==> config.mk <==
export PLATFORM = sky130hd
export DESIGN_NAME = ipsel_top
export DESIGN_NICKNAME = d
export VERILOG_FILES = /design/src/ipsel_pkg.sv /design/src/ipsel_ind_if.sv /design/src/ipsel_top.sv /design/src/ipsel_ind_mux.sv
export VERILOG_INCLUDE_DIRS = /design/src
export SDC_FILE = /design/constraint.sdc
export NUM_CORES = 1
export LEC_CHECK = 0
export ABC_AREA = 0
export BUFFER_PORTS_ARGS = -buffer_cell sky130_fd_sc_hd__buf_2
export CORE_MARGIN = 2
export CORE_UTILIZATION = 32
export CTS_CLUSTER_DIAMETER = 40
export CTS_CLUSTER_SIZE = 14
export DETAILED_ROUTE_END_ITERATION = 16
export GPL_TIMING_DRIVEN = 0
export MAX_ROUTING_LAYER = met4
export PLACE_DENSITY_LB_ADDON = 0.25
export SKIP_CTS_REPAIR_TIMING = 1
export SYNTH_ARGS = -nofsm -noshare
export SYNTH_HDL_FRONTEND = slang
export SYNTH_SLANG_ARGS = --single-unit
==> constraint.sdc <==
create_clock -name clock -period 2.24 [get_ports clock]
set_input_delay 0 -clock clock [delete_from_list [all_inputs] [get_ports clock]]
set_output_delay 0 -clock clock [all_outputs]
set_load 0.005 [all_outputs]
==> src/ipsel_defines.svh <==
// Constants for the indicator, interrupt and reference clock pin selector
`ifndef IPSEL_DEFINES_SVH
`define IPSEL_DEFINES_SVH

`define IPSEL_CLK_HZ 100000000
`define IPSEL_REF_CLK_HZ 50000000
`define IPSEL_REF_HALF_CYC (`IPSEL_CLK_HZ / (2 * `IPSEL_REF_CLK_HZ))
`define IPSEL_REF_CNT_W 4
`define IPSEL_FSEL_W 2
`define IPSEL_STRAP_IRQ 1'b1
`define IPSEL_RST_SYNC 2'h0
`define IPSEL_RST_PIN 1'b0
`define IPSEL_RST_IRQ_N 1'b1

`endif

==> src/ipsel_pkg.sv <==
// Types for the indicator, interrupt and reference clock pin selector
package ipsel_pkg;

  typedef enum logic [1:0] {
    IPSEL_FN_ACTIVITY,
    IPSEL_FN_SPEED,
    IPSEL_FN_IRQ,
    IPSEL_FN_WAKE
  } ipsel_fn_t;

endpackage : ipsel_pkg

==> src/ipsel_ind_if.sv <==
// Carrier between the top and one indicator pin selector
`timescale 1ns/1ps
`default_nettype none
interface ipsel_ind_if;
  import ipsel_pkg::*;
  ipsel_fn_t sel;
  logic act;
  logic spd;
  logic irq_n;
  logic wake_n;
  logic pin;
  modport mux (input sel, input act, input spd, input irq_n, input wake_n, output pin);
  modport top (output sel, output act, output spd, output irq_n, output wake_n, input pin);
endinterface : ipsel_ind_if
`default_nettype wire

==> src/ipsel_top.sv <==
// Multi-function pin selector: indicators, interrupt, wake event, ref clock
// How it works
// - The second indicator pin shows activity, speed, interrupt or wake event per its select field.
// - The first indicator pin does the same per its own select field.
// - The interrupt output is driven low while an interrupt is pending and high otherwise.
// - The shared pin carries the interrupt unless an indicator pin is set to carry it.
// - The wake event output is driven low on an event and may also appear on an indicator pin.
// - A high or floating strap makes the shared pin the interrupt, a low strap the ref clock.
// - The strap is sampled throughout every power-on or system reset and held after release.
// - A low level on the external reset pin is a system reset.
// - In ref clock mode the shared pin carries a 50 MHz clock divided from the main clock.
`timescale 1ns/1ps
`default_nettype none
`include "ipsel_defines.svh"
module ipsel_top
  import ipsel_pkg::*;
#(
  parameter int unsigned REF_HALF_CYC = `IPSEL_REF_HALF_CYC
)
(
  input wire logic clock,
  input wire logic srst,
  input wire logic clk_en,
  input wire logic ext_reset_n,
  input wire logic irq_or_clock_pin_strap,
  input wire logic link_activity,
  input wire logic link_speed,
  input wire logic irq_pending,
  input wire logic wake_event,
  input wire logic [`IPSEL_FSEL_W-1:0] first_pin_fsel,
  input wire logic [`IPSEL_FSEL_W-1:0] second_pin_fsel,
  output logic first_indicator_pin,
  output logic second_indicator_pin,
  output logic irq_n_out,
  output logic wake_event_n_out,
  output logic shared_pin_o,
  output logic shared_pin_oe,
  output logic strap_irq_mode,
  output logic sys_reset_active
);

  // Pin synchronisers
  logic [1:0] rst_sync_q;
  logic [1:0] rst_sync_d;
  logic [1:0] strap_sync_q;
  logic [1:0] strap_sync_d;

  always_comb begin
    rst_sync_d = rst_sync_q;
    strap_sync_d = strap_sync_q;
    if (clk_en) begin
      rst_sync_d = {rst_sync_q[0], ext_reset_n};
      strap_sync_d = {strap_sync_q[0], irq_or_clock_pin_strap};
    end
  end

  always_ff @(posedge clock) begin
    if (srst) begin
      rst_sync_q <= `IPSEL_RST_SYNC;
    end else begin
      rst_sync_q <= rst_sync_d;
    end
    // Strap sync runs through reset so the latch sees the pin
    strap_sync_q <= strap_sync_d;
  end

  logic sys_rst;
  assign sys_rst = srst | ~rst_sync_q[1];
  assign sys_reset_active = sys_rst;

  // Strap latch
  logic strap_q;
  logic strap_d;

  always_comb begin
    strap_d = strap_q;
    if (clk_en && sys_rst) begin
      strap_d = strap_sync_q[1];
    end
  end

  always_ff @(posedge clock) begin
    strap_q <= strap_d;
  end

  assign strap_irq_mode = (strap_q == `IPSEL_STRAP_IRQ);

  // Indicator pins
  ipsel_ind_if ind1 ();
  ipsel_ind_if ind2 ();

  assign ind1.sel = ipsel_fn_t'(first_pin_fsel);
  assign ind2.sel = ipsel_fn_t'(second_pin_fsel);
  assign ind1.act = link_activity;
  assign ind2.act = link_activity;
  assign ind1.spd = link_speed;
  assign ind2.spd = link_speed;
  assign ind1.irq_n = ~irq_pending;
  assign ind2.irq_n = ~irq_pending;
  assign ind1.wake_n = ~wake_event;
  assign ind2.wake_n = ~wake_event;

  ipsel_ind_mux u_first (
    .clock(clock),
    .sys_rst(sys_rst),
    .clk_en(clk_en),
    .ind(ind1)
  );

  ipsel_ind_mux u_second (
    .clock(clock),
    .sys_rst(sys_rst),
    .clk_en(clk_en),
    .ind(ind2)
  );

  assign first_indicator_pin = ind1.pin;
  assign second_indicator_pin = ind2.pin;

  // Interrupt, wake event and shared pin
  logic irq_n_q;
  logic irq_n_d;
  logic wake_n_q;
  logic wake_n_d;
  logic sh_o_q;
  logic sh_o_d;
  logic sh_oe_q;
  logic sh_oe_d;
  logic refclk_q;
  logic refclk_d;
  logic [`IPSEL_REF_CNT_W-1:0] ref_cnt_q;
  logic [`IPSEL_REF_CNT_W-1:0] ref_cnt_d;
  logic irq_rerouted;
  logic ref_wrap;

  assign irq_rerouted = (ind1.sel == IPSEL_FN_IRQ) || (ind2.sel == IPSEL_FN_IRQ);
  assign ref_wrap = (ref_cnt_q == `IPSEL_REF_CNT_W'(REF_HALF_CYC - 1));

  always_comb begin
    irq_n_d = irq_n_q;
    wake_n_d = wake_n_q;
    refclk_d = refclk_q;
    ref_cnt_d = ref_cnt_q;
    sh_o_d = sh_o_q;
    sh_oe_d = sh_oe_q;
    if (clk_en) begin
      irq_n_d = ~irq_pending;
      wake_n_d = ~wake_event;
      if (ref_wrap) begin
        ref_cnt_d = '0;
        refclk_d = ~refclk_q;
      end else begin
        ref_cnt_d = ref_cnt_q + `IPSEL_REF_CNT_W'(1);
      end
      if (strap_irq_mode) begin
        sh_o_d = 1'b0;
        sh_oe_d = irq_pending && !irq_rerouted;
      end else begin
        sh_o_d = refclk_d;
        sh_oe_d = 1'b1;
      end
    end
  end

  always_ff @(posedge clock) begin
    if (sys_rst) begin
      irq_n_q <= `IPSEL_RST_IRQ_N;
      wake_n_q <= `IPSEL_RST_IRQ_N;
      refclk_q <= 1'b0;
      ref_cnt_q <= '0;
      sh_o_q <= 1'b0;
      sh_oe_q <= 1'b0;
    end else begin
      irq_n_q <= irq_n_d;
      wake_n_q <= wake_n_d;
      refclk_q <= refclk_d;
      ref_cnt_q <= ref_cnt_d;
      sh_o_q <= sh_o_d;
      sh_oe_q <= sh_oe_d;
    end
  end

  assign irq_n_out = irq_n_q;
  assign wake_event_n_out = wake_n_q;
  assign shared_pin_o = sh_o_q;
  assign shared_pin_oe = sh_oe_q;

  // Checks
  logic run;
  assign run = clk_en && !sys_rst;

  AST_SECOND_IRQ: assert property (@(posedge clock) disable iff (sys_rst)
    (run && ind2.sel == IPSEL_FN_IRQ) |=> (second_indicator_pin == !$past(irq_pending)))
    else $error("second indicator does not follow interrupt");

  AST_SECOND_ACT: assert property (@(posedge clock) disable iff (sys_rst)
    (run && ind2.sel == IPSEL_FN_ACTIVITY) |=> (second_indicator_pin == $past(link_activity)))
    else $error("second indicator does not follow activity");

  AST_FIRST_SPD: assert property (@(posedge clock) disable iff (sys_rst)
    (run && ind1.sel == IPSEL_FN_SPEED) |=> (first_indicator_pin == $past(link_speed)))
    else $error("first indicator does not follow speed");

  AST_FIRST_WAKE: assert property (@(posedge clock) disable iff (sys_rst)
    (run && ind1.sel == IPSEL_FN_WAKE) |=> (first_indicator_pin == !$past(wake_event)))
    else $error("first indicator does not follow wake event");

  AST_IRQ_LEVEL: assert property (@(posedge clock) disable iff (sys_rst)
    run |=> (irq_n_out == !$past(irq_pending)))
    else $error("interrupt output level wrong");

  AST_WAKE_LEVEL: assert property (@(posedge clock) disable iff (sys_rst)
    run |=> (wake_event_n_out == !$past(wake_event)))
    else $error("wake event output level wrong");

  AST_SHARED_IRQ: assert property (@(posedge clock) disable iff (sys_rst)
    (run && strap_irq_mode && irq_pending && !irq_rerouted) |=> (shared_pin_oe && !shared_pin_o))
    else $error("shared pin does not pull low for interrupt");

  AST_SHARED_ROUTED: assert property (@(posedge clock) disable iff (sys_rst)
    (run && strap_irq_mode && irq_rerouted) |=> !shared_pin_oe)
    else $error("shared pin driven while interrupt rerouted");

  AST_OPEN_DRAIN: assert property (@(posedge clock) disable iff (sys_rst)
    strap_irq_mode |-> !(shared_pin_oe && shared_pin_o))
    else $error("shared pin driven high in interrupt mode");

  AST_CLK_MODE: assert property (@(posedge clock) disable iff (sys_rst)
    (run && !strap_irq_mode) |=> shared_pin_oe)
    else $error("shared pin not driven in clock mode");

  AST_REF_TOGGLE: assert property (@(posedge clock) disable iff (sys_rst)
    (run && !strap_irq_mode && ref_wrap) |=> (shared_pin_o != $past(shared_pin_o)))
    else $error("reference clock does not toggle");

  AST_STRAP_HOLD: assert property (@(posedge clock) disable iff (srst)
    (!sys_rst ##1 !sys_rst) |-> $stable(strap_q))
    else $error("strap changed outside reset");

  AST_EXT_RST: assert property (@(posedge clock) disable iff (srst)
    (!rst_sync_q[1]) |=> (irq_n_out && wake_event_n_out && !shared_pin_oe))
    else $error("external reset did not reset outputs");

  COV_IRQ_SHARED: cover property (@(posedge clock) run && strap_irq_mode && shared_pin_oe);
  COV_REF_MODE: cover property (@(posedge clock) run && !strap_irq_mode && shared_pin_o);
  COV_IRQ_LED: cover property (@(posedge clock) run && ind2.sel == IPSEL_FN_IRQ && irq_pending);

endmodule : ipsel_top
`default_nettype wire

==> src/ipsel_ind_mux.sv <==
// One indicator pin: picks its function and registers the pin level
`timescale 1ns/1ps
`default_nettype none
`include "ipsel_defines.svh"
module ipsel_ind_mux
  import ipsel_pkg::*;
(
  input wire logic clock,
  input wire logic sys_rst,
  input wire logic clk_en,
  ipsel_ind_if.mux ind
);

  logic pin_q;
  logic pin_d;

  always_comb begin
    pin_d = pin_q;
    if (clk_en) begin
      case (ind.sel)
        IPSEL_FN_ACTIVITY: pin_d = ind.act;
        IPSEL_FN_SPEED: pin_d = ind.spd;
        IPSEL_FN_IRQ: pin_d = ind.irq_n;
        IPSEL_FN_WAKE: pin_d = ind.wake_n;
        default: pin_d = ind.act;
      endcase
    end
  end

  always_ff @(posedge clock) begin
    if (sys_rst) begin
      pin_q <= `IPSEL_RST_PIN;
    end else begin
      pin_q <= pin_d;
    end
  end

  assign ind.pin = pin_q;

endmodule : ipsel_ind_mux
`default_nettype wire

After elaboration in Yosys (flattened, before gate mapping). Index checks and enable logic that the tools add are counted.

Add/subtract/negate cells: 1. Equality and inequality tests: 6. Muxes and demuxes: 6. Bitwise logic cells: 5. Reductions and logical operators: 7.

Operators with widths (count): equality test 2 bit, second input constant (4); case mux 1 bit (4 select lines) (2); adder 4 x 1 -> 4 bit, second input constant (1); equality test 2 x 1 -> 1 bit, second input constant (2); zero test 2 bit (2); zero test 4 bit (1); 2-to-1 mux 4 bit (1); NOT 1 bit (4); 2-to-1 mux 1 bit (3); logical AND 1 bit (2); zero test 1 bit (1); logical OR 1 bit (1); OR 1 bit (1).

Register bits: 16. Bits of input ports: 13.

Depth between registers and ports, before layout.
Depth after elaboration: 5. Gate-level depth with buffers: 5.

By module. A second synthesis with hierarchy kept.

Cells, all modules: 75. Area, all modules: 735.7 sq um.

By module, submodules not included: ipsel_top (times used 1, cells each 61, area an instance 588.1 sq um); ipsel_ind_mux (times used 2, cells each 7, area an instance 73.8 sq um).

Least setup slack after synthesis. Ideal clock, no wire load.

Path kind: reg2reg. Start: reg ref_cnt_q[0]. End: reg refclk_q. Setup time: 70 ps. Arrival: 1314 ps. Required time: 2170 ps. Path slack: 855 ps. Stages on the path, launching flop included: 6. Buffers on the path: 0. Period minus slack after synthesis: 1385 ps. Path through: dfxtp_1 inv_1 ha_1 or3b_4 or3_1 a21oi_1.

Cells in the longest elaborated chain, start to end: 2.

Ends and longest elaborated chain: from (decl) (line ipsel_top.sv:131) `` logic [`IPSEL_REF_CNT_W-1:0] ref_cnt_q; ``; from (signal assigned) (line ipsel_top.sv:177) `ref_cnt_q <= ref_cnt_d;`; zero test 4 bit (line ipsel_top.sv:137) `` assign ref_wrap = (ref_cnt_q == `IPSEL_REF_CNT_W'(REF_HALF_CYC - 1)); ``; 2-to-1 mux 1 bit (line ipsel_top.sv:149) `if (ref_wrap) begin`; to (signal assigned) (line ipsel_top.sv:176) `refclk_q <= refclk_d;`; to (decl) (line ipsel_top.sv:129) `logic refclk_q;`.

Every way passes these cells. A chain may end at the register's enable or synchronous reset.

Final worst setup path. Ends and elaborated chain as after synthesis.

==> results.ini <==
[critical_path]
critPathSlowestCell=or3b_4
crit_type=flop to flop
rr_worst_depth=5
required_ns=2.45
cp-end-kind=flop
startpoint_type=flop
worstPathCellList=inv_1 > ha_1 > or3b_4 > or3_1 > a21oi_1
crit_path_max_fanout=6
arrival_ns=1.70
cpPeakStageDelay_ns=0.41
r2r_slack_ns=0.75

[drt]
viasPerCell=4.53
drc=0
drtIter0Drc=7
wire_per_inst_um=10.4
num_vias=566
wl_mm=1.30
ant_nets=0
first_pass_iters=4

[layout]
nFillCells=213
layout.nets=114
diodes=0
layout_commonest_cell=buf_2
drive_gt1_share_pct=27.6
final_cell_mix=buf_2, dfxtp_1, inv_1
area_growth_pct=28.8

[sta]
slew_violations=0
max_slew_margin_pct=71.9
totalNegativeSetupSlack_ns=0
rsz0062_at_grt=false
holdWs_ns=0.0157
fmax_mhz=672
fin_worst_skew_ns=0.00425
fin_crit_sh_pct=66.5
hold_viol_final=0
fin_crit_ns=1.49
finalSetupViolations=0
tightest_slew_ns=0.420

[clocking]
htree_levels=1
clk_latency_ns=0.28
tritoncts=built
cts_made_buffers=3
cts-root-buf=clkbuf_4
clk_pin_slew_ns=0.09
clock_tree.buffer_depth=2
numClockSinks=16

[yosys]
synth-async-reset-ratio_pct=0
synth-edff-count=3
synth_cell_type_count=25
syn_avg_cell_area_um2=9.94
synth_nets=85
syn_inst=70
yosysSeqAreaShare_pct=50.4
ys.flop_type=dfxtp_1
synth_warnings=0
yosys_register_bits=16
synth_area_um2=696

[grt]
grt.busiest_layer=met2
grt_max_degree=11
grt_pass1_wl_mm=2.35
track_usage_pct=12.5
grt_util_met2_pct=20.6
use_met3_pct=4.46
grt_overflow_total=0
gr-usage-met1_pct=14.1
antenna_found_initial=0
grt_pass1_vias=587

[power_and_ir_drop]
power_density_mw_per_mm2=562
swShare_pct=21.3
pwr-share-comb_pct=9.4
net-switching-power_mw=0.107
p_int_mw=0.396
clockPowerShare_pct=30.3
pwr-share-seq_pct=60.3
total_leakage_power_nw=0.372
irDropWorstVdd_uv=320

[flow_run]
drv_cap=0

[floorplanning]
die_w_um=50.6
dieArea_mm2=0.00256
core-area_mm2=0.00200
chipHeight_um=50.6
start_util_pct=34.7
num_rows=16
io_pins=21

[placement]
port-buffer-count=20
dp_hpwl_um=997
gp_congestion=0.711

[min_path]
min-delay-path-class=primary input to flop
holdPathStages=4

[outcome]
run_status=finished clean

worst max-delay path, delay by kind of cell, from the launching register on:
kind | cells | cell delay, ns
flops | 1 | 0.34
buf+inv | 1 | 0.08
fa+ha+maj | 1 | 0.14
compound gates | 1 | 0.14
simple gates | 2 | 0.73
final timing paths:
path / startpoint / endpoint
hold / removal: wake_event / wake_event_n_out$_SDFFE_PP1P_
setup reg to reg: ref_cnt_q[0]$_SDFFE_PP0P_ / refclk_q$_SDFFE_PP0P_
setup / recovery: ref_cnt_q[0]$_SDFFE_PP0P_ / refclk_q$_SDFFE_PP0P_
hold reg to reg: strap_sync_q[0]$_DFFE_PP_ / strap_sync_q[1]$_DFFE_PP_
per-stage QoR:
stage	instances	cell area, um^2	setup WS, ns	power, mW	utilization [%]
after floorplan	70	696	0.855	0.333	-
after global placement	117	830	0.792	0.352	41.4
after detailed placement	117	830	0.775	0.353	41.4
after CTS	121	856	0.737	0.513	42.8
after global routing	125	896	0.619	0.535	44.8
final	125	896	0.751	0.503	44.8
state kept, by name, summed over array words and instances (netlist names):
signal,flops
ref_cnt_q,4
rst_sync_q,2
strap_sync_q,2
irq_n_out,1
refclk_q,1
shared_pin_o,1
shared_pin_oe,1
strap_irq_mode,1
u_first.ind.pin,1
u_second.ind.pin,1
wake_event_n_out,1
layout make-up:
type | count | area [um^2] | area share [%]
repair buffers | 24 | 140 | 15.6
clock buffers | 4 | 26.3 | 2.93
multi-input cells | 44 | 307 | 34.2
inverters | 8 | 30.0 | 3.35
well taps | 27 | 33.8 | 3.77
plain buffers | 2 | 8.76 | 0.978
flip-flops and latches | 16 | 350 | 39.1
cells in the mapped netlist, drive strengths merged, types with 2 or more instances:
cell type | instances | area share, %
nand2b | 2 | 1.8
mux4 | 2 | 6.5
mux2i | 3 | 4.3
or3b | 2 | 2.9
inv | 8 | 4.3
nand2 | 7 | 3.8
ha | 2 | 3.6
dfxtp | 13 | 37
nor2 | 5 | 2.7
a21oi | 5 | 3.6
o21ai | 7 | 5.0
edfxtp | 3 | 13
metal layers:
metal  wire length [um]  vias to the layer above
li1                   -                      299
met3                 76                        2
met4                 12                        0
met2                650                       12
met5                  0                        -
met1                564                      253
power groups by stage:
stage	Clock, mW	Combinational [mW]	Sequential [mW]
finish	0.153	0.0474	0.303
global route	0.176	0.0541	0.304
CTS	0.166	0.0429	0.304
detailed placement	0	0.0428	0.310
global placement	0	0.0421	0.310
floorplan	0	0.0236	0.309
kinds of logic after synthesis:
logic type | after synthesis | synth area share [%]
xor gates and xnor gates | 1 | 1.26
AOI/OAI and AO/OA | 15 | 12.2
buffers and inverters | 10 | 5.57
muxes | 5 | 10.8
DFF | 16 | 50.4
and+or+nand+nor | 21 | 16.2
adders and majority gates | 2 | 3.60
Note: power is estimated with default switching activity, not from simulation.
